## config.mk

```make
export PLATFORM = sky130hd
export DESIGN_NAME = aos_serial_out
export DESIGN_NICKNAME = d
export VERILOG_FILES = /design/src/aos_pkg.sv /design/src/aos_serial_out.sv
export SDC_FILE = /design/constraint.sdc
export NUM_CORES = 1
export LEC_CHECK = 0
export ABC_CLOCK_PERIOD_IN_PS = 1680
export BUFFER_PORTS_ARGS = -buffer_cell sky130_fd_sc_hd__buf_4
export CELL_PAD_IN_SITES_DETAIL_PLACEMENT = 1
export CELL_PAD_IN_SITES_GLOBAL_PLACEMENT = 1
export CORE_MARGIN = 1.5
export CORE_UTILIZATION = 30
export DETAILED_ROUTE_END_ITERATION = 16
export PLACE_DENSITY_LB_ADDON = 0.12
export SLEW_MARGIN = 15
export SYNTH_ARGS = -nofsm -noshare
export SYNTH_HDL_FRONTEND = slang
export SYNTH_SLANG_ARGS = --single-unit
```

## constraint.sdc

```tcl
create_clock -name clk -period 1.68 [get_ports clk]
set_input_delay 0.336 -clock clk [delete_from_list [all_inputs] [get_ports clk]]
set_output_delay 0.336 -clock clk [all_outputs]
set_load 0.05 [all_outputs]
```

## src/aos_pkg.sv

```systemverilog
// Package of constants and types for the converter serial output block
package aos_pkg;
    // Word format and decimation
    localparam int          WORD_BITS    = 16;
    localparam int          RAW_BITS     = 18;
    localparam logic [3:0]  DECIM_LAST   = 4'hF;          // 16 samples per word
    localparam logic [5:0]  SETTLE_WORDS = 6'h33;         // 51 word periods
    localparam logic [15:0] POS_FULL     = 16'h7FFF;
    localparam logic [15:0] NEG_FULL     = 16'h8000;

    // Register byte offsets
    localparam logic [7:0] OFS_CTRL      = 8'h00;
    localparam logic [7:0] OFS_STATUS    = 8'h04;
    localparam logic [7:0] OFS_INT_STAT  = 8'h08;
    localparam logic [7:0] OFS_INT_MASK  = 8'h0C;
    localparam logic [7:0] OFS_LAST_WORD = 8'h10;

    // Field positions
    localparam int CTRL_SOFT_ALIGN = 0;
    localparam int ST_RUNNING      = 0;
    localparam int ST_OVERRANGE    = 1;
    localparam int ST_EXT_REF      = 2;
    localparam int ST_ALIGNED      = 3;
    localparam int INT_WORD        = 0;
    localparam int INT_OVER        = 1;
    localparam int INT_SETTLED     = 2;
    localparam int INT_BITS        = 3;

    // Reset values
    localparam logic [2:0]  INT_MASK_RST = 3'h0;
    localparam logic [15:0] WORD_RST     = 16'h0000;

    // AHB encodings
    localparam logic [1:0] HTRANS_NONSEQ = 2'h2;
    localparam logic [1:0] HTRANS_SEQ    = 2'h3;

    // Link sequencing states
    typedef enum logic [1:0] {
        LS_UNALIGNED = 2'b00,
        LS_ALIGNING  = 2'b01,
        LS_SETTLING  = 2'b10,
        LS_RUNNING   = 2'b11
    } aos_state_type;
endpackage

```

## src/aos_serial_out.sv

```systemverilog
// Converter output formatting, serial link master and AHB-Lite register slave
`timescale 1ns/100ps
`default_nettype none
module aos_serial_out
    import aos_pkg::*;
(
    // System
    input  wire logic                clk,
    input  wire logic                rstn,
    // Converter side pins
    input  wire logic                conv_clock,
    input  wire logic                align_pulse,
    input  wire logic                power_down_n,
    input  wire logic                internal_reference_select,
    // Decimation filter result, same clock domain
    input  wire logic [RAW_BITS-1:0] filter_result,
    // Reference generator control
    output logic                     ref_gen_enable,
    // Serial link
    output logic                     frame_start_out,
    output logic                     frame_start_out_n,
    output logic                     serial_shift_clock,
    output logic                     serial_shift_clock_n,
    output logic                     serial_data_out,
    output logic                     serial_data_out_n,
    output logic                     overrange_flag,
    // AHB-Lite slave
    input  wire logic                hsel,
    input  wire logic [31:0]         haddr,
    input  wire logic [1:0]          htrans,
    input  wire logic                hwrite,
    input  wire logic [2:0]          hsize,
    input  wire logic [31:0]         hwdata,
    input  wire logic                hready,
    output logic [31:0]              hrdata,
    output logic                     hreadyout,
    output logic                     hresp,
    // Interrupt
    output logic                     irq
);

    // Clip a filter result to the word range, flagging overrange
    function automatic logic [16:0] clip_word(input logic [RAW_BITS-1:0] raw);
        logic signed [RAW_BITS-1:0] s;
        s = raw;
        if (s > $signed({{(RAW_BITS-WORD_BITS){1'b0}}, POS_FULL})) begin
            clip_word = {1'b1, POS_FULL};
        end else if (s < $signed({{(RAW_BITS-WORD_BITS){1'b1}}, NEG_FULL})) begin
            clip_word = {1'b1, NEG_FULL};
        end else begin
            clip_word = {1'b0, raw[WORD_BITS-1:0]};
        end
    endfunction

    // Two-stage synchronisers for every pin input
    logic [1:0] conv_sync_reg, align_sync_reg, pd_sync_reg, ref_sync_reg;
    logic       conv_prev_reg, align_prev_reg;

    always_ff @(posedge clk or negedge rstn) begin
        if (!rstn) begin
            conv_sync_reg  <= 2'h0;
            align_sync_reg <= 2'h0;
            pd_sync_reg    <= 2'h0;
            ref_sync_reg   <= 2'h0;
            conv_prev_reg  <= 1'b0;
            align_prev_reg <= 1'b0;
        end else begin
            conv_sync_reg  <= {conv_sync_reg[0], conv_clock};
            align_sync_reg <= {align_sync_reg[0], align_pulse};
            pd_sync_reg    <= {pd_sync_reg[0], power_down_n};
            ref_sync_reg   <= {ref_sync_reg[0], internal_reference_select};
            conv_prev_reg  <= conv_sync_reg[1];
            align_prev_reg <= align_sync_reg[1];
        end
    end

    // Edge detection on the synchronised levels only
    logic conv_rise, conv_fall, align_fall, powered;
    assign conv_rise  = conv_sync_reg[1] & ~conv_prev_reg;
    assign conv_fall  = ~conv_sync_reg[1] & conv_prev_reg;
    assign align_fall = ~align_sync_reg[1] & align_prev_reg;
    assign powered    = pd_sync_reg[1];

    // Link state
    aos_state_type   state_reg, state_next;
    logic [3:0]      sample_cnt_reg, sample_cnt_next;
    logic [5:0]      settle_cnt_reg, settle_cnt_next;
    logic            align_seen_reg, align_seen_next;
    logic [15:0]     shift_reg, shift_next;
    logic [15:0]     last_word_reg, last_word_next;
    logic            frame_reg, frame_next;
    logic            sclk_reg, sclk_next;
    logic            dout_reg, dout_next;
    logic            over_pend_reg, over_pend_next;
    logic            otr_reg, otr_next;
    logic            ref_en_reg, ref_en_next;
    logic            word_evt, settle_evt, over_evt;
    logic            soft_align;                    // Driven from the bus side
    logic [16:0]     clipped;
    logic            boundary;
    assign clipped  = clip_word(filter_result);
    assign boundary = conv_rise && (sample_cnt_reg == DECIM_LAST);

    // Next values of the link: everything counts converter clock edges
    always_comb begin
        state_next      = state_reg;
        sample_cnt_next = sample_cnt_reg;
        settle_cnt_next = settle_cnt_reg;
        align_seen_next = align_seen_reg;
        shift_next      = shift_reg;
        last_word_next  = last_word_reg;
        frame_next      = frame_reg;
        sclk_next       = sclk_reg;
        dout_next       = dout_reg;
        over_pend_next  = over_pend_reg;
        otr_next        = otr_reg;
        ref_en_next     = ~ref_sync_reg[1];
        word_evt        = 1'b0;
        settle_evt      = 1'b0;
        over_evt        = 1'b0;
        // Shift clock follows the converter clock, one bit per period
        if (conv_rise) begin
            sclk_next = 1'b1;
        end else if (conv_fall) begin
            sclk_next = 1'b0;
            // Overrange moves only here, so receivers see it settle
            otr_next = over_pend_reg;
            over_evt = over_pend_reg & ~otr_reg;
        end
        // Pulse must be seen high at a converter edge to count
        if (align_sync_reg[1] && conv_rise) begin
            align_seen_next = 1'b1;
        end
        if (conv_rise) begin
            sample_cnt_next = sample_cnt_reg + 4'h1;
        end
        case (state_reg)
            LS_UNALIGNED, LS_ALIGNING: begin
                frame_next = 1'b0;
                dout_next  = 1'b0;
                if (align_seen_reg) begin
                    state_next = LS_ALIGNING;
                end
            end
            LS_SETTLING: begin
                frame_next = 1'b0;
                dout_next  = 1'b0;
                if (boundary) begin
                    settle_cnt_next = settle_cnt_reg + 6'h1;
                    if (settle_cnt_reg == SETTLE_WORDS - 6'h1) begin
                        state_next = LS_RUNNING;
                        settle_evt = 1'b1;
                    end
                end
            end
            LS_RUNNING: begin
                if (boundary) begin
                    shift_next     = {clipped[14:0], 1'b0};
                    dout_next      = clipped[15];
                    frame_next     = 1'b1;
                    last_word_next = clipped[15:0];
                    over_pend_next = clipped[16];
                    word_evt       = 1'b1;
                end else if (conv_rise) begin
                    shift_next = {shift_reg[14:0], 1'b0};
                    dout_next  = shift_reg[15];
                    frame_next = 1'b0;
                end
            end
            default: begin
                state_next = LS_UNALIGNED;
            end
        endcase
        // Release of a qualified pulse restarts counters identically
        if ((align_fall && align_seen_reg) || soft_align) begin
            state_next      = LS_SETTLING;
            sample_cnt_next = DECIM_LAST;
            settle_cnt_next = 6'h0;
            align_seen_next = 1'b0;
            frame_next      = 1'b0;
        end
        // Power-down keeps alignment but the filter must settle again
        if (!powered) begin
            if (state_reg != LS_UNALIGNED && state_reg != LS_ALIGNING) begin
                state_next = LS_SETTLING;
            end
            settle_cnt_next = 6'h0;
            frame_next      = 1'b0;
            dout_next       = 1'b0;
            word_evt        = 1'b0;
            settle_evt      = 1'b0;
        end
    end

    // Link registers
    always_ff @(posedge clk or negedge rstn) begin
        if (!rstn) begin
            state_reg      <= LS_UNALIGNED;
            sample_cnt_reg <= 4'h0;
            settle_cnt_reg <= 6'h0;
            align_seen_reg <= 1'b0;
            shift_reg      <= WORD_RST;
            last_word_reg  <= WORD_RST;
            frame_reg      <= 1'b0;
            sclk_reg       <= 1'b0;
            dout_reg       <= 1'b0;
            over_pend_reg  <= 1'b0;
            otr_reg        <= 1'b0;
            ref_en_reg     <= 1'b1;
        end else begin
            state_reg      <= state_next;
            sample_cnt_reg <= sample_cnt_next;
            settle_cnt_reg <= settle_cnt_next;
            align_seen_reg <= align_seen_next;
            shift_reg      <= shift_next;
            last_word_reg  <= last_word_next;
            frame_reg      <= frame_next;
            sclk_reg       <= sclk_next;
            dout_reg       <= dout_next;
            over_pend_reg  <= over_pend_next;
            otr_reg        <= otr_next;
            ref_en_reg     <= ref_en_next;
        end
    end

    // True link outputs straight from flops, inverted ones through an inverter on the same flops
    assign frame_start_out      = frame_reg;
    assign frame_start_out_n    = ~frame_reg;
    assign serial_shift_clock   = sclk_reg;
    assign serial_shift_clock_n = ~sclk_reg;
    assign serial_data_out      = dout_reg;
    assign serial_data_out_n    = ~dout_reg;
    assign overrange_flag       = otr_reg;
    assign ref_gen_enable       = ref_en_reg;

    // Bus state
    logic                wr_pend_reg, wr_pend_next;
    logic                rd_pend_reg, rd_pend_next;
    logic [7:0]          addr_reg, addr_next;
    logic [31:0]         rdata_reg, rdata_next;
    logic [INT_BITS-1:0] int_stat_reg, int_stat_next;
    logic [INT_BITS-1:0] int_mask_reg, int_mask_next;
    logic                soft_align_reg, soft_align_next;
    logic                take;
    logic [INT_BITS-1:0] int_set;
    assign take    = hsel && hready && (htrans == HTRANS_NONSEQ || htrans == HTRANS_SEQ);
    assign int_set = {settle_evt, over_evt, word_evt};
    assign soft_align = soft_align_reg;
    // Bus next values; reads add one wait state so hrdata comes from a flop
    always_comb begin
        wr_pend_next    = 1'b0;
        rd_pend_next    = 1'b0;
        addr_next       = addr_reg;
        rdata_next      = rdata_reg;
        int_mask_next   = int_mask_reg;
        soft_align_next = 1'b0;
        int_stat_next   = int_stat_reg;
        if (wr_pend_reg) begin
            case (addr_reg)
                OFS_CTRL:     soft_align_next = hwdata[CTRL_SOFT_ALIGN];
                OFS_INT_STAT: int_stat_next   = int_stat_reg & ~hwdata[INT_BITS-1:0];
                OFS_INT_MASK: int_mask_next   = hwdata[INT_BITS-1:0];
                default:      int_mask_next   = int_mask_reg;
            endcase
        end
        // An event in the clearing cycle survives the clear
        int_stat_next = int_stat_next | int_set;

        if (rd_pend_reg) begin
            case (addr_reg)
                OFS_STATUS:    rdata_next = {28'h0, (state_reg != LS_UNALIGNED),
                                             ~ref_en_reg, otr_reg,
                                             (state_reg == LS_RUNNING)};
                OFS_INT_STAT:  rdata_next = {29'h0, int_stat_reg};
                OFS_INT_MASK:  rdata_next = {29'h0, int_mask_reg};
                OFS_LAST_WORD: rdata_next = {16'h0, last_word_reg};
                default:       rdata_next = 32'h0;
            endcase
        end

        // Address phase is accepted only when no read is still waiting
        if (take && !rd_pend_reg) begin
            addr_next    = {haddr[7:2], 2'h0};
            wr_pend_next = hwrite;
            rd_pend_next = ~hwrite;
        end else if (rd_pend_reg) begin
            rd_pend_next = 1'b0;
        end
    end

    // Bus registers
    always_ff @(posedge clk or negedge rstn) begin
        if (!rstn) begin
            wr_pend_reg    <= 1'b0;
            rd_pend_reg    <= 1'b0;
            addr_reg       <= 8'h00;
            rdata_reg      <= 32'h0000_0000;
            int_stat_reg   <= 3'h0;
            int_mask_reg   <= INT_MASK_RST;
            soft_align_reg <= 1'b0;
        end else begin
            wr_pend_reg    <= wr_pend_next;
            rd_pend_reg    <= rd_pend_next;
            addr_reg       <= addr_next;
            rdata_reg      <= rdata_next;
            int_stat_reg   <= int_stat_next;
            int_mask_reg   <= int_mask_next;
            soft_align_reg <= soft_align_next;
        end
    end

    // Bus answers and interrupt level
    assign hrdata    = rdata_reg;
    assign hreadyout = ~rd_pend_reg;
    assign hresp     = 1'b0;
    assign irq       = |(int_stat_reg & int_mask_reg);

endmodule
`default_nettype wire

```

==> parameters.txt, run 1 <==
Parameter                              Value

Worst setup path
  WS Path Type ... flop to output port
  Type of element launching the critical path ... flop
  Critical path's largest stage delay ... 0.41 ns
  Data required time at the worst endpoint ... 1.34 ns
  Arrival @ worst endpoint ... 1.43 ns
  CP endpoint kind ... output port
  Critical path fanouts, max ... 3
  Kind of cell adding the most delay to the critical path ... compound AO/OA/AOI/OAI gates
  Crit path max-delay cell type ... sky130_fd_sc_hd__a222oi_1
  Critical Path, Cell by Cell ... a222oi_1 > inv_1 > buf_6
  Buffering stage count on the worst path with inverters included ... 2

Power and ir drop
  Internal power of the cells ... 4478 uW
  Clock network fraction of total power ... 34.9%
  Portion of total power attributed to sequential cells ... 45.1%
  Static leakage ... 0.002480 uW
  Combinational share of power ... 20.0%
  Power per Cell Area ... 1183 nW/um^2
  Net Switching ... 1950 uW
  Maximum VDD drop ... 0.0005791 V
  Switching share of total power ... 30.34%

Synth
  Netlist cell types ... 50
  Seq/Total Area, Yosys ... 52.84%
  Warnings, synthesis ... 0
  Count of mapped cells out of synthesis ... 449
  Total of flip-flops plus latches after synthesis ... 91
  Average cell area after synthesis ... 9.603 sq um
  Area of the mapped netlist ... 4312 sq um
  Synth async-reset ratio ... 100.0%
  Most used flip-flop cell after synthesis ... sky130_fd_sc_hd__dfrtp_1
  Number of flops mapped to enable cells by yosys ... 0

Layout
  Leading cell type in the layout, fill and taps excluded ... sky130_fd_sc_hd__dfrtp_1
  Core utilization of the finished layout ... 39.00%
  Highest-count cells in the layout ignoring fill and taps ... sky130_fd_sc_hd__dfrtp_1 (90), sky130_fd_sc_hd__nand2_1 (89), sky130_fd_sc_hd__buf_4 (81), sky130_fd_sc_hd__nor2_1 (40), sky130_fd_sc_hd__a21oi_1 (30)
  Antenna diode count ... 0
  Fraction of final layout cells with drive strength greater than 1 ... 23.58%
  Number of nets in the layout ... 627
  Area Growth Syn to Fin ... 26.03%
  Post-layout instance count excluding filler cells ... 710

Drt
  Length of the first detailed-routing pass in iterations ... 4
  Drt drc ... 0
  Via count ... 3375
  Ratio of routed vias to standard cells ... 4.754
  Routed Antenna Nets ... 0
  DR iter-0 viols ... 136
  WL per Instance ... 15.59 um
  Drt total wl ... 11070 um

Placed design
  Weighted congestion reported at the end of routability-driven placement ... 0.7824
  HPWL after detailed placement ... 7926 um
  Cell Count Post-Placement ... 688
  Buffers added on ports ... 62

Status
  Outcome ... finished, violations left
  Failing checks ... setup timing

Flow run
  Max capacitance violation total ... 0

STA
  Post-route worst setup slack ... -0.08320 ns
  Final hold violations ... 0
  Highest clock rate ... 0.5672 GHz
  Min Tclk post-route ... 1.763 ns
  Worst hold slack after final layout ... 0.09097 ns
  Max-slew violations ... 0
  Final Cycle Share ... 105.0%
  Unrepaired setup endpoints after global routing ... yes
  Setup violations, final ... 1
  Final worst clock skew ... 0.006035 ns
  Accumulated negative setup slack ... -0.08320 ns

GRT
  Global route overflow ... 0
  Number of global-route vias before repair ... 3473
  Initial antenna violation count ... 0
  Overall global routing resource usage ... 15.80%
  Pin count of the biggest net entering global routing ... 35
  First-pass GRT wire length ... 17830 um

Clocking
  Post-CTS clock slew at the launch and capture registers of the worst setup and hold paths ... 0.07 ns
  TritonCTS clock tree ... built
  Clk root buf ... sky130_fd_sc_hd__clkbuf_16
  Max clock buf depth ... 2
  Clock net sink count ... 91
  Htree depth ... 3
  Worst-skew pair later-pin latency ... 0.35 ns
  CTS buffer count ... 9

Die
  Starting density of the core ... 30.94%
  I/O pin total ... 139
  Floorplan die area ... 15100 sq um
  Vertical die dimension ... 122.9 um
  Std cell rows ... 43
  Die span in x ... 122.9 um
  Core Footprint ... 13930 sq um

Worst hold path
  Hold Path Class ... input port to flop
-- layout make-up --
| class | instances | area (sq um) |
|---|---|---|
| clock buffers | 11 | 242.7 |
| repair buffers | 89 | 735.7 |
| flip-flops and latches | 91 | 2278 |
| multi-input cells | 319 | 1810 |
| well taps | 180 | 225.2 |
| clock inverters | 5 | 85.08 |
| inverters | 15 | 56.30 |
| fillers | 1596 | 8501 |
-- worst paths after layout --
| path | end | slack (ns) | startpoint | depth (start not counted) |
|---|---|---|---|---|
| max | irq | -0.08 | int_stat_reg[2] | 3 |
| max in group asynchronous | shift_reg[11] | 0.72 | rstn | 3 |
| min reg2reg | align_sync_reg[1] | 0.35 | align_sync_reg[0] | 0 |
| max reg2reg | shift_reg[2] | 0.11 | conv_prev_reg | 8 |
| min in group asynchronous | addr_reg[7] | 0.45 | rstn | 2 |
| min | pd_sync_reg[0] | 0.09 | power_down_n | 1 |
-- routing by layer --
layer  track usage [%]  up-vias  part of all wire, %
met5                 0        -                    0
met2             26.67       45                   50
met1             19.59     1671                   45
met3             3.996       10                  3.4
li1                  -     1649                    -
met4             5.451        0                  1.3
-- Yosys cell counts, types with 2 or more instances --
master	number	area share [%]
sky130_fd_sc_hd__clkbuf_1	10	0.87
sky130_fd_sc_hd__nor2_1	41	3.6
sky130_fd_sc_hd__and3_1	3	0.44
sky130_fd_sc_hd__o21ai_1	5	0.58
sky130_fd_sc_hd__o221ai_1	3	0.61
sky130_fd_sc_hd__nor2b_1	3	0.44
sky130_fd_sc_hd__nand4_1	4	0.58
sky130_fd_sc_hd__a21oi_1	30	3.5
sky130_fd_sc_hd__nand2_1	89	7.7
sky130_fd_sc_hd__ha_1	6	1.7
sky130_fd_sc_hd__nor3_1	4	0.46
sky130_fd_sc_hd__buf_4	18	3.1
sky130_fd_sc_hd__a2bb2oi_1	3	0.61
sky130_fd_sc_hd__nand3_1	21	2.4
sky130_fd_sc_hd__xor2_1	4	0.81
sky130_fd_sc_hd__o21ai_0	25	2.9
sky130_fd_sc_hd__o2bb2ai_1	13	2.6
sky130_fd_sc_hd__a311oi_1	2	0.41
sky130_fd_sc_hd__mux2_2	11	2.9
sky130_fd_sc_hd__dfrtp_1	90	52
sky130_fd_sc_hd__a21o_1	2	0.35
sky130_fd_sc_hd__inv_1	14	1.2
sky130_fd_sc_hd__and4_1	2	0.41
sky130_fd_sc_hd__buf_2	11	1.3
sky130_fd_sc_hd__nand2b_1	3	0.44
sky130_fd_sc_hd__mux2i_1	4	0.93
sky130_fd_sc_hd__xnor2_1	5	1.0
-- worst register-to-register path, stage by stage (launching register included) --
cell	delay, ns
sky130_fd_sc_hd__dfrtp_1	0.38
sky130_fd_sc_hd__inv_1	0.07
sky130_fd_sc_hd__ha_2	0.20
sky130_fd_sc_hd__buf_6	0.14
sky130_fd_sc_hd__buf_4	0.13
sky130_fd_sc_hd__nand3_1	0.08
sky130_fd_sc_hd__buf_4	0.21
sky130_fd_sc_hd__a21oi_1	0.16
sky130_fd_sc_hd__a21oi_1	0.09
-- kinds of logic (layout without fill, tap and decap cells) --
logic type,after synthesis,count (layout),share of synthesized area (%)
and+or+nand+nor,178,178,19.04
DFF,91,91,52.84
other,1,17,0.08697
buffers and inverters,55,120,6.848
AOI/OAI and AO/OA,94,94,13.81
muxes,15,15,3.802
adders and majority gates,6,6,1.741
xor gates and xnor gates,9,9,1.828
-- repair_timing --
action                                  4_1_cts  5_1_grt
resized for setup                             4        5
hold buffers                                  1        0
pin swaps                                     1        1
setup buffers                                 1        4
endpoints found under the setup margin        5       32
endpoints found under the hold margin        23        0
-- through the flow --
stage | power (uW) | setup WS [ns] | instance area (sq um)
6_report | 6428 | -0.08320 | 5434
5_1_grt | 6816 | -0.2147 | 5434
2_1_floorplan | 3726 | 0.1305 | 4372
4_1_cts | 6523 | -0.1374 | 5389
3_3_place_gp | 4167 | 0.007719 | 5031
3_5_place_dp | 4222 | -0.05216 | 5031
-- power groups by stage --
stage | logic [uW] | registers, uW | clock network, uW
after floorplan | 776 | 2950 | 0
after global placement | 1240 | 2930 | 0
after detailed placement | 1280 | 2950 | 0
after CTS | 1300 | 2910 | 2320
after global routing | 1460 | 2960 | 2400
final | 1290 | 2900 | 2240
(Power assumes the default switching activity.)
==> run 2, diff against run 1 <==
Settings changed: CORE_MARGIN 1.5 to default.
==> parameters.txt, run 2 (same netlist as run 1, synthesis figures left out) <==
Parameter                              Value

Layout
  Leading cell type in the layout, fill and taps excluded ... sky130_fd_sc_hd__dfrtp_1
  Highest-count cells in the layout ignoring fill and taps ... sky130_fd_sc_hd__dfrtp_1 (90), sky130_fd_sc_hd__nand2_1 (89), sky130_fd_sc_hd__buf_4 (80), sky130_fd_sc_hd__nor2_1 (41), sky130_fd_sc_hd__a21oi_1 (30)
  Core utilization of the finished layout ... 39.07%
  Area Growth Syn to Fin ... 26.26%
  Post-layout instance count excluding filler cells ... 711
  Antenna diode count ... 0
  Fraction of final layout cells with drive strength greater than 1 ... 23.54%
  Number of nets in the layout ... 628

Clocking
  Post-CTS clock slew at the launch and capture registers of the worst setup and hold paths ... 0.07 ns
  TritonCTS clock tree ... built
  Max clock buf depth ... 2
  Htree depth ... 3
  Clk root buf ... sky130_fd_sc_hd__clkbuf_16
  CTS buffer count ... 9
  Worst-skew pair later-pin latency ... 0.34 ns
  Clock net sink count ... 91

Status
  Failing checks ... setup timing
  Outcome ... finished, violations left

Drt
  WL per Instance ... 15.51 um
  Via count ... 3382
  Drt total wl ... 11030 um
  Wire length on met1 ... 4985 um
  Ratio of routed vias to standard cells ... 4.757
  Routed Antenna Nets ... 0
  Drt drc ... 0
  Met3 Routed Length ... 454 um
  Met2 WL ... 5491 um
  DR iter-0 viols ... 137
  Top routing layer in use ... met4
  Length of the first detailed-routing pass in iterations ... 5

Placed design
  Weighted congestion reported at the end of routability-driven placement ... 0.7780
  Buffers added on ports ... 62
  Cell Count Post-Placement ... 689
  HPWL after detailed placement ... 7934 um

STA
  Unrepaired setup endpoints after global routing ... yes
  Final Cycle Share ... 104.3%
  Max-slew violations ... 0
  Min Tclk post-route ... 1.752 ns
  Setup violations, final ... 1
  Final worst clock skew ... 0.005935 ns
  Post-route worst setup slack ... -0.07247 ns
  Final hold violations ... 0
  Highest clock rate ... 0.5706 GHz

Die
  Std cell rows ... 43
  I/O pin total ... 139
  Starting density of the core ... 30.94%
  Vertical die dimension ... 121.9 um
  Floorplan die area ... 14860 sq um
  Core Footprint ... 13930 sq um
  Die span in x ... 121.9 um

Worst hold path
  Hold Path Class ... input port to flop

GRT
  Number of global-route vias before repair ... 3415
  Overall global routing resource usage ... 16.15%
  First-pass GRT wire length ... 18220 um
  Pin count of the biggest net entering global routing ... 35
  Initial antenna violation count ... 0
  Global route overflow ... 0

Flow run
  Max capacitance violation total ... 0

Worst setup path
  Arrival @ worst endpoint ... 1.42 ns
  Data required time at the worst endpoint ... 1.34 ns
  WS Path Type ... flop to output port
  CP endpoint kind ... output port
  Critical path fanouts, max ... 3
  Type of element launching the critical path ... flop

Power and ir drop
  Maximum VDD drop ... 0.0004948 V
  Total power after layout ... 6245 uW
  Static leakage ... 0.002478 uW
  Power per Cell Area ... 1147 nW/um^2
## run 2: critical path: stages (launching register included)
cell and delay (ns):
sky130_fd_sc_hd__dfrtp_1 0.40, sky130_fd_sc_hd__a222oi_1 0.42, sky130_fd_sc_hd__inv_1 0.10, sky130_fd_sc_hd__buf_6 0.17
## run 2: path summary, 6_finish.rpt
| check | depth (start not counted) | slack, ns | endpoint | from |
|---|---|---|---|---|
| setup reg to reg | 7 | 0.11 | state_reg[0] | sample_cnt_reg[0] |
| max in group asynchronous | 3 | 0.77 | shift_reg[4] | rstn |
| min in group asynchronous | 2 | 0.38 | hrdata[3] | rstn |
| hold reg to reg | 1 | 0.35 | ref_gen_enable | ref_sync_reg[1] |
| setup / recovery | 3 | -0.07 | irq | int_mask_reg[2] |
| hold / removal | 1 | 0.1 | ref_sync_reg[0] | internal_reference_select |
## run 2: timing repair
action / CTS / global route
gates resized for setup: 3 / 8
setup endpoints to repair: 2 / 27
hold buffers: 1 / 0
hold endpoints to repair: 9 / 0
pin swaps: 1 / 2
setup buffers: 0 / 5
## run 2: layout make-up
type | count | area, sq um
Clock buffer | 12 | 246.5
Clock inverter | 4 | 51.30
Fill cell | 1595 | 8491
Inverter | 15 | 56.30
Multi-Input combinational cell | 319 | 1827
Sequential cell | 91 | 2278
Tap cell | 180 | 225.2
Timing Repair Buffer | 90 | 759.5
## run 2: report_power, final
group	internal [uW]	total (uW)	switching, uW
Clock	1200	2040	847
Sequential	2590	2910	318
Combinational	541	1290	750
## run 2: layer usage
layer / track usage (%) / up-vias
met2: 26.17 / 64
met4: 3.472 / 0
li1: - / 1650
met1: 21.41 / 1662
met5: 0 / -
met3: 4.448 / 6
## run 2: per-stage QoR
stage                     setup slack (ns)  TNS (ns)  hold WS (ns)  area, sq um
final                             -0.07247  -0.07247       0.09888         5444
after global placement             0.05655         0        0.1998         5051
after floorplan                     0.1305         0       0.04041         4372
after global routing               -0.1625   -0.1625       0.08005         5444
after CTS                         -0.09807  -0.09807       0.08490         5375
after detailed placement           0.01972         0        0.2000         5051
==> run 3, diff against run 2 <==
Settings changed: ABC_AREA from default to 1, ABC_CLOCK_PERIOD_IN_PS 1680 to 2200.
Clock period 1.68 ns to 2.2 ns, I/O delays scaled along.
==> parameters.txt, run 3 <==
Parameter                              Value

Status
  Outcome ... completed

Clocking
  Clock net sink count ... 91
  Post-CTS clock slew at the launch and capture registers of the worst setup and hold paths ... 0.07 ns
  Worst-skew pair later-pin latency ... 0.35 ns
  CTS buffer count ... 9
  Htree depth ... 3
  Cells resized by post-CTS repair ... 0
  TritonCTS clock tree ... built
  Max clock buf depth ... 2
  Clk root buf ... sky130_fd_sc_hd__clkbuf_16
  Buffers inserted during post-CTS setup optimization ... 0
  Post-cts hold buffer count ... 0

Worst hold path
  Hold Path Class ... input port to asynchronous set/reset pin

Drt
  DR iter-0 viols ... 159
  Length of the first detailed-routing pass in iterations ... 4
  WL per Instance ... 14.57 um
  Drt total wl ... 10770 um
  Drt drc ... 0
  Via count ... 3335
  Ratio of routed vias to standard cells ... 4.513
  Routed Antenna Nets ... 0

Synth
  Area of the mapped netlist ... 4252 sq um
  Largest cells by area after synthesis ... sky130_fd_sc_hd__dfrtp_1 (53%), sky130_fd_sc_hd__nand2_1 (10%), sky130_fd_sc_hd__inv_1 (6.2%)
  Warnings, synthesis ... 0
  Netlist cell types ... 39
  Cell taking the most area after synthesis ... sky130_fd_sc_hd__dfrtp_1
  Average cell area after synthesis ... 8.712 sq um
  Top cell types by occurrence after synthesis ... sky130_fd_sc_hd__nand2_1 (116), sky130_fd_sc_hd__dfrtp_1 (90), sky130_fd_sc_hd__inv_1 (70), sky130_fd_sc_hd__o21ai_0 (47), sky130_fd_sc_hd__nor2_1 (27)
  Synth async-reset ratio ... 100.0%
  Most common cell in the synthesized netlist ... sky130_fd_sc_hd__nand2_1
  Count of mapped cells out of synthesis ... 488
  Total of flip-flops plus latches after synthesis ... 91
  Most used flip-flop cell after synthesis ... sky130_fd_sc_hd__dfrtp_1
  Number of flops mapped to enable cells by yosys ... 0
  Seq/Total Area, Yosys ... 53.59%
  Share of Yosys cell area claimed by the top area cell type ... 52.97%

Layout
  Core utilization of the finished layout ... 37.56%
  Fraction of final layout cells with drive strength greater than 1 ... 18.96%
  Highest-count cells in the layout ignoring fill and taps ... sky130_fd_sc_hd__nand2_1 (116), sky130_fd_sc_hd__dfrtp_1 (90), sky130_fd_sc_hd__inv_1 (70), sky130_fd_sc_hd__buf_4 (70), sky130_fd_sc_hd__o21ai_0 (47)
  Post-layout instance count excluding filler cells ... 739
  Area Growth Syn to Fin ... 22.16%
  Number of nets in the layout ... 656
  Leading cell type in the layout, fill and taps excluded ... sky130_fd_sc_hd__nand2_1
  Antenna diode count ... 0

Worst setup path
  Arrival @ worst endpoint ... 1.95 ns
  CP endpoint kind ... flop
  Critical path fanouts, max ... 30
  Type of element launching the critical path ... flop
  Minimum setup slack among reg-to-reg paths ... 0.51 ns
  WS Path Type ... flop to flop
  Data required time at the worst endpoint ... 2.46 ns
  Worst reg2reg path startpoint ... conv_prev_reg
  Worst Reg2Reg Path Length in Cells ... 9
  Reg-to-reg critical path endpoint ... last_word_reg[12]

STA
  Accumulated negative setup slack ... 0 ns
  Worst relative slew slack ... 57.08%
  Final worst clock skew ... 0.007244 ns
  Final Cycle Share ... 76.98%
  Transition time at the pin with the least slew margin ... 0.6438 ns
  Highest clock rate ... 0.5904 GHz
  Final hold violations ... 0
  Max-slew violations ... 0
  Min Tclk post-route ... 1.694 ns
  Setup violations, final ... 0
  Unrepaired setup endpoints after global routing ... no

GRT
  Global route overflow ... 0
  Met1 track demand over resource in global routing ... 22.09%
  First-pass GRT wire length ... 17670 um
  Most used routing layer ... met2
  Met2 capacity usage during global routing ... 24.14%
  Number of global-route vias before repair ... 3359
  Pin count of the biggest net entering global routing ... 44
  Initial antenna violation count ... 0
  Overall global routing resource usage ... 15.90%
  Met3 layer usage reported by global route ... 2.820%

Die
  Starting density of the core ... 30.75%
  Floorplan die area ... 14650 sq um
  I/O pin total ... 139
  Core Footprint ... 13830 sq um
  Vertical die dimension ... 121.0 um
  Die span in x ... 121.0 um
  Std cell rows ... 43

Placed design
  HPWL after detailed placement ... 7630 um
  Weighted congestion reported at the end of routability-driven placement ... 0.7705
  Buffers added on ports ... 62
  Cell Count Post-Placement ... 723

Power and ir drop
  Total power after layout ... 4816 uW
  Maximum VDD drop ... 0.0003225 V
  Power per Cell Area ... 927.3 nW/um^2
  Static leakage ... 0.002654 uW

Flow run
  Max capacitance violation total ... 0
==> run 3: cell type report <==
cell class | count | area (sq um)
well taps | 180 | 225.2
clock inverters | 3 | 45.04
multi-input cells | 309 | 1540
repair buffers | 72 | 565.5
inverters | 71 | 269.0
clock buffers | 13 | 270.3
fillers | 1611 | 8633
flip-flops and latches | 91 | 2278
==> run 3: report_power, final <==
part	switching, uW	internal (uW)
registers	160	2030
clock network	688	976
logic	644	322
==> run 3: worst max-delay path: stages, from the launching register on <==
cell,delay [ns]
sky130_fd_sc_hd__dfrtp_1,0.40
sky130_fd_sc_hd__inv_1,0.06
sky130_fd_sc_hd__ha_1,0.20
sky130_fd_sc_hd__nand2_4,0.09
sky130_fd_sc_hd__nor2_8,0.14
sky130_fd_sc_hd__inv_4,0.14
sky130_fd_sc_hd__nor2_4,0.20
sky130_fd_sc_hd__buf_12,0.19
sky130_fd_sc_hd__nand2_1,0.07
sky130_fd_sc_hd__o21ai_0,0.09
==> run 3: cells by family after synthesis <==
| logic type | synth area share, % |
|---|---|
| mux | 0.7945 |
| compound gates | 13.83 |
| other cells | 0.08820 |
| simple gates | 17.72 |
| xor+xnor | 0.6181 |
| fa+ha+maj | 1.766 |
| flops | 53.59 |
| buf+inv | 11.59 |
==> run 3: worst max path at each step <==
stage | startpoint | to | slack [ns] | cells after the start
finish | conv_prev_reg | last_word_reg[12] | 0.51 | 9
global route | conv_prev_reg | last_word_reg[12] | 0.35 | 9
CTS | conv_prev_reg | last_word_reg[12] | 0.47 | 9
detailed placement | filter_result[16] | shift_reg[11] | 0.46 | 5
global placement | filter_result[16] | shift_reg[13] | 0.49 | 5
floorplan | rd_pend_reg | hreadyout | 0.48 | 3
==> run 3: routing by layer <==
metal  share of wire (%)  vias up  wire length (um)
li1                    -     1657                 -
met5                   0        -                 0
met4                 1.8        0               195
met3                 4.1       14               440
met1                  48     1600              5213
met2                  46       64              4920
==> run 3: metrics by stage <==
step           area [sq um]  hold slack (ns)  worst slack, ns
6_report               5194           0.1168           0.5063
5_1_grt                5194           0.1687           0.3468
4_1_cts                5194           0.1330           0.4681
3_5_place_dp           4878           0.3358           0.4632
3_3_place_gp           4878           0.3316           0.4914
2_1_floorplan          4312           0.1444           0.4795
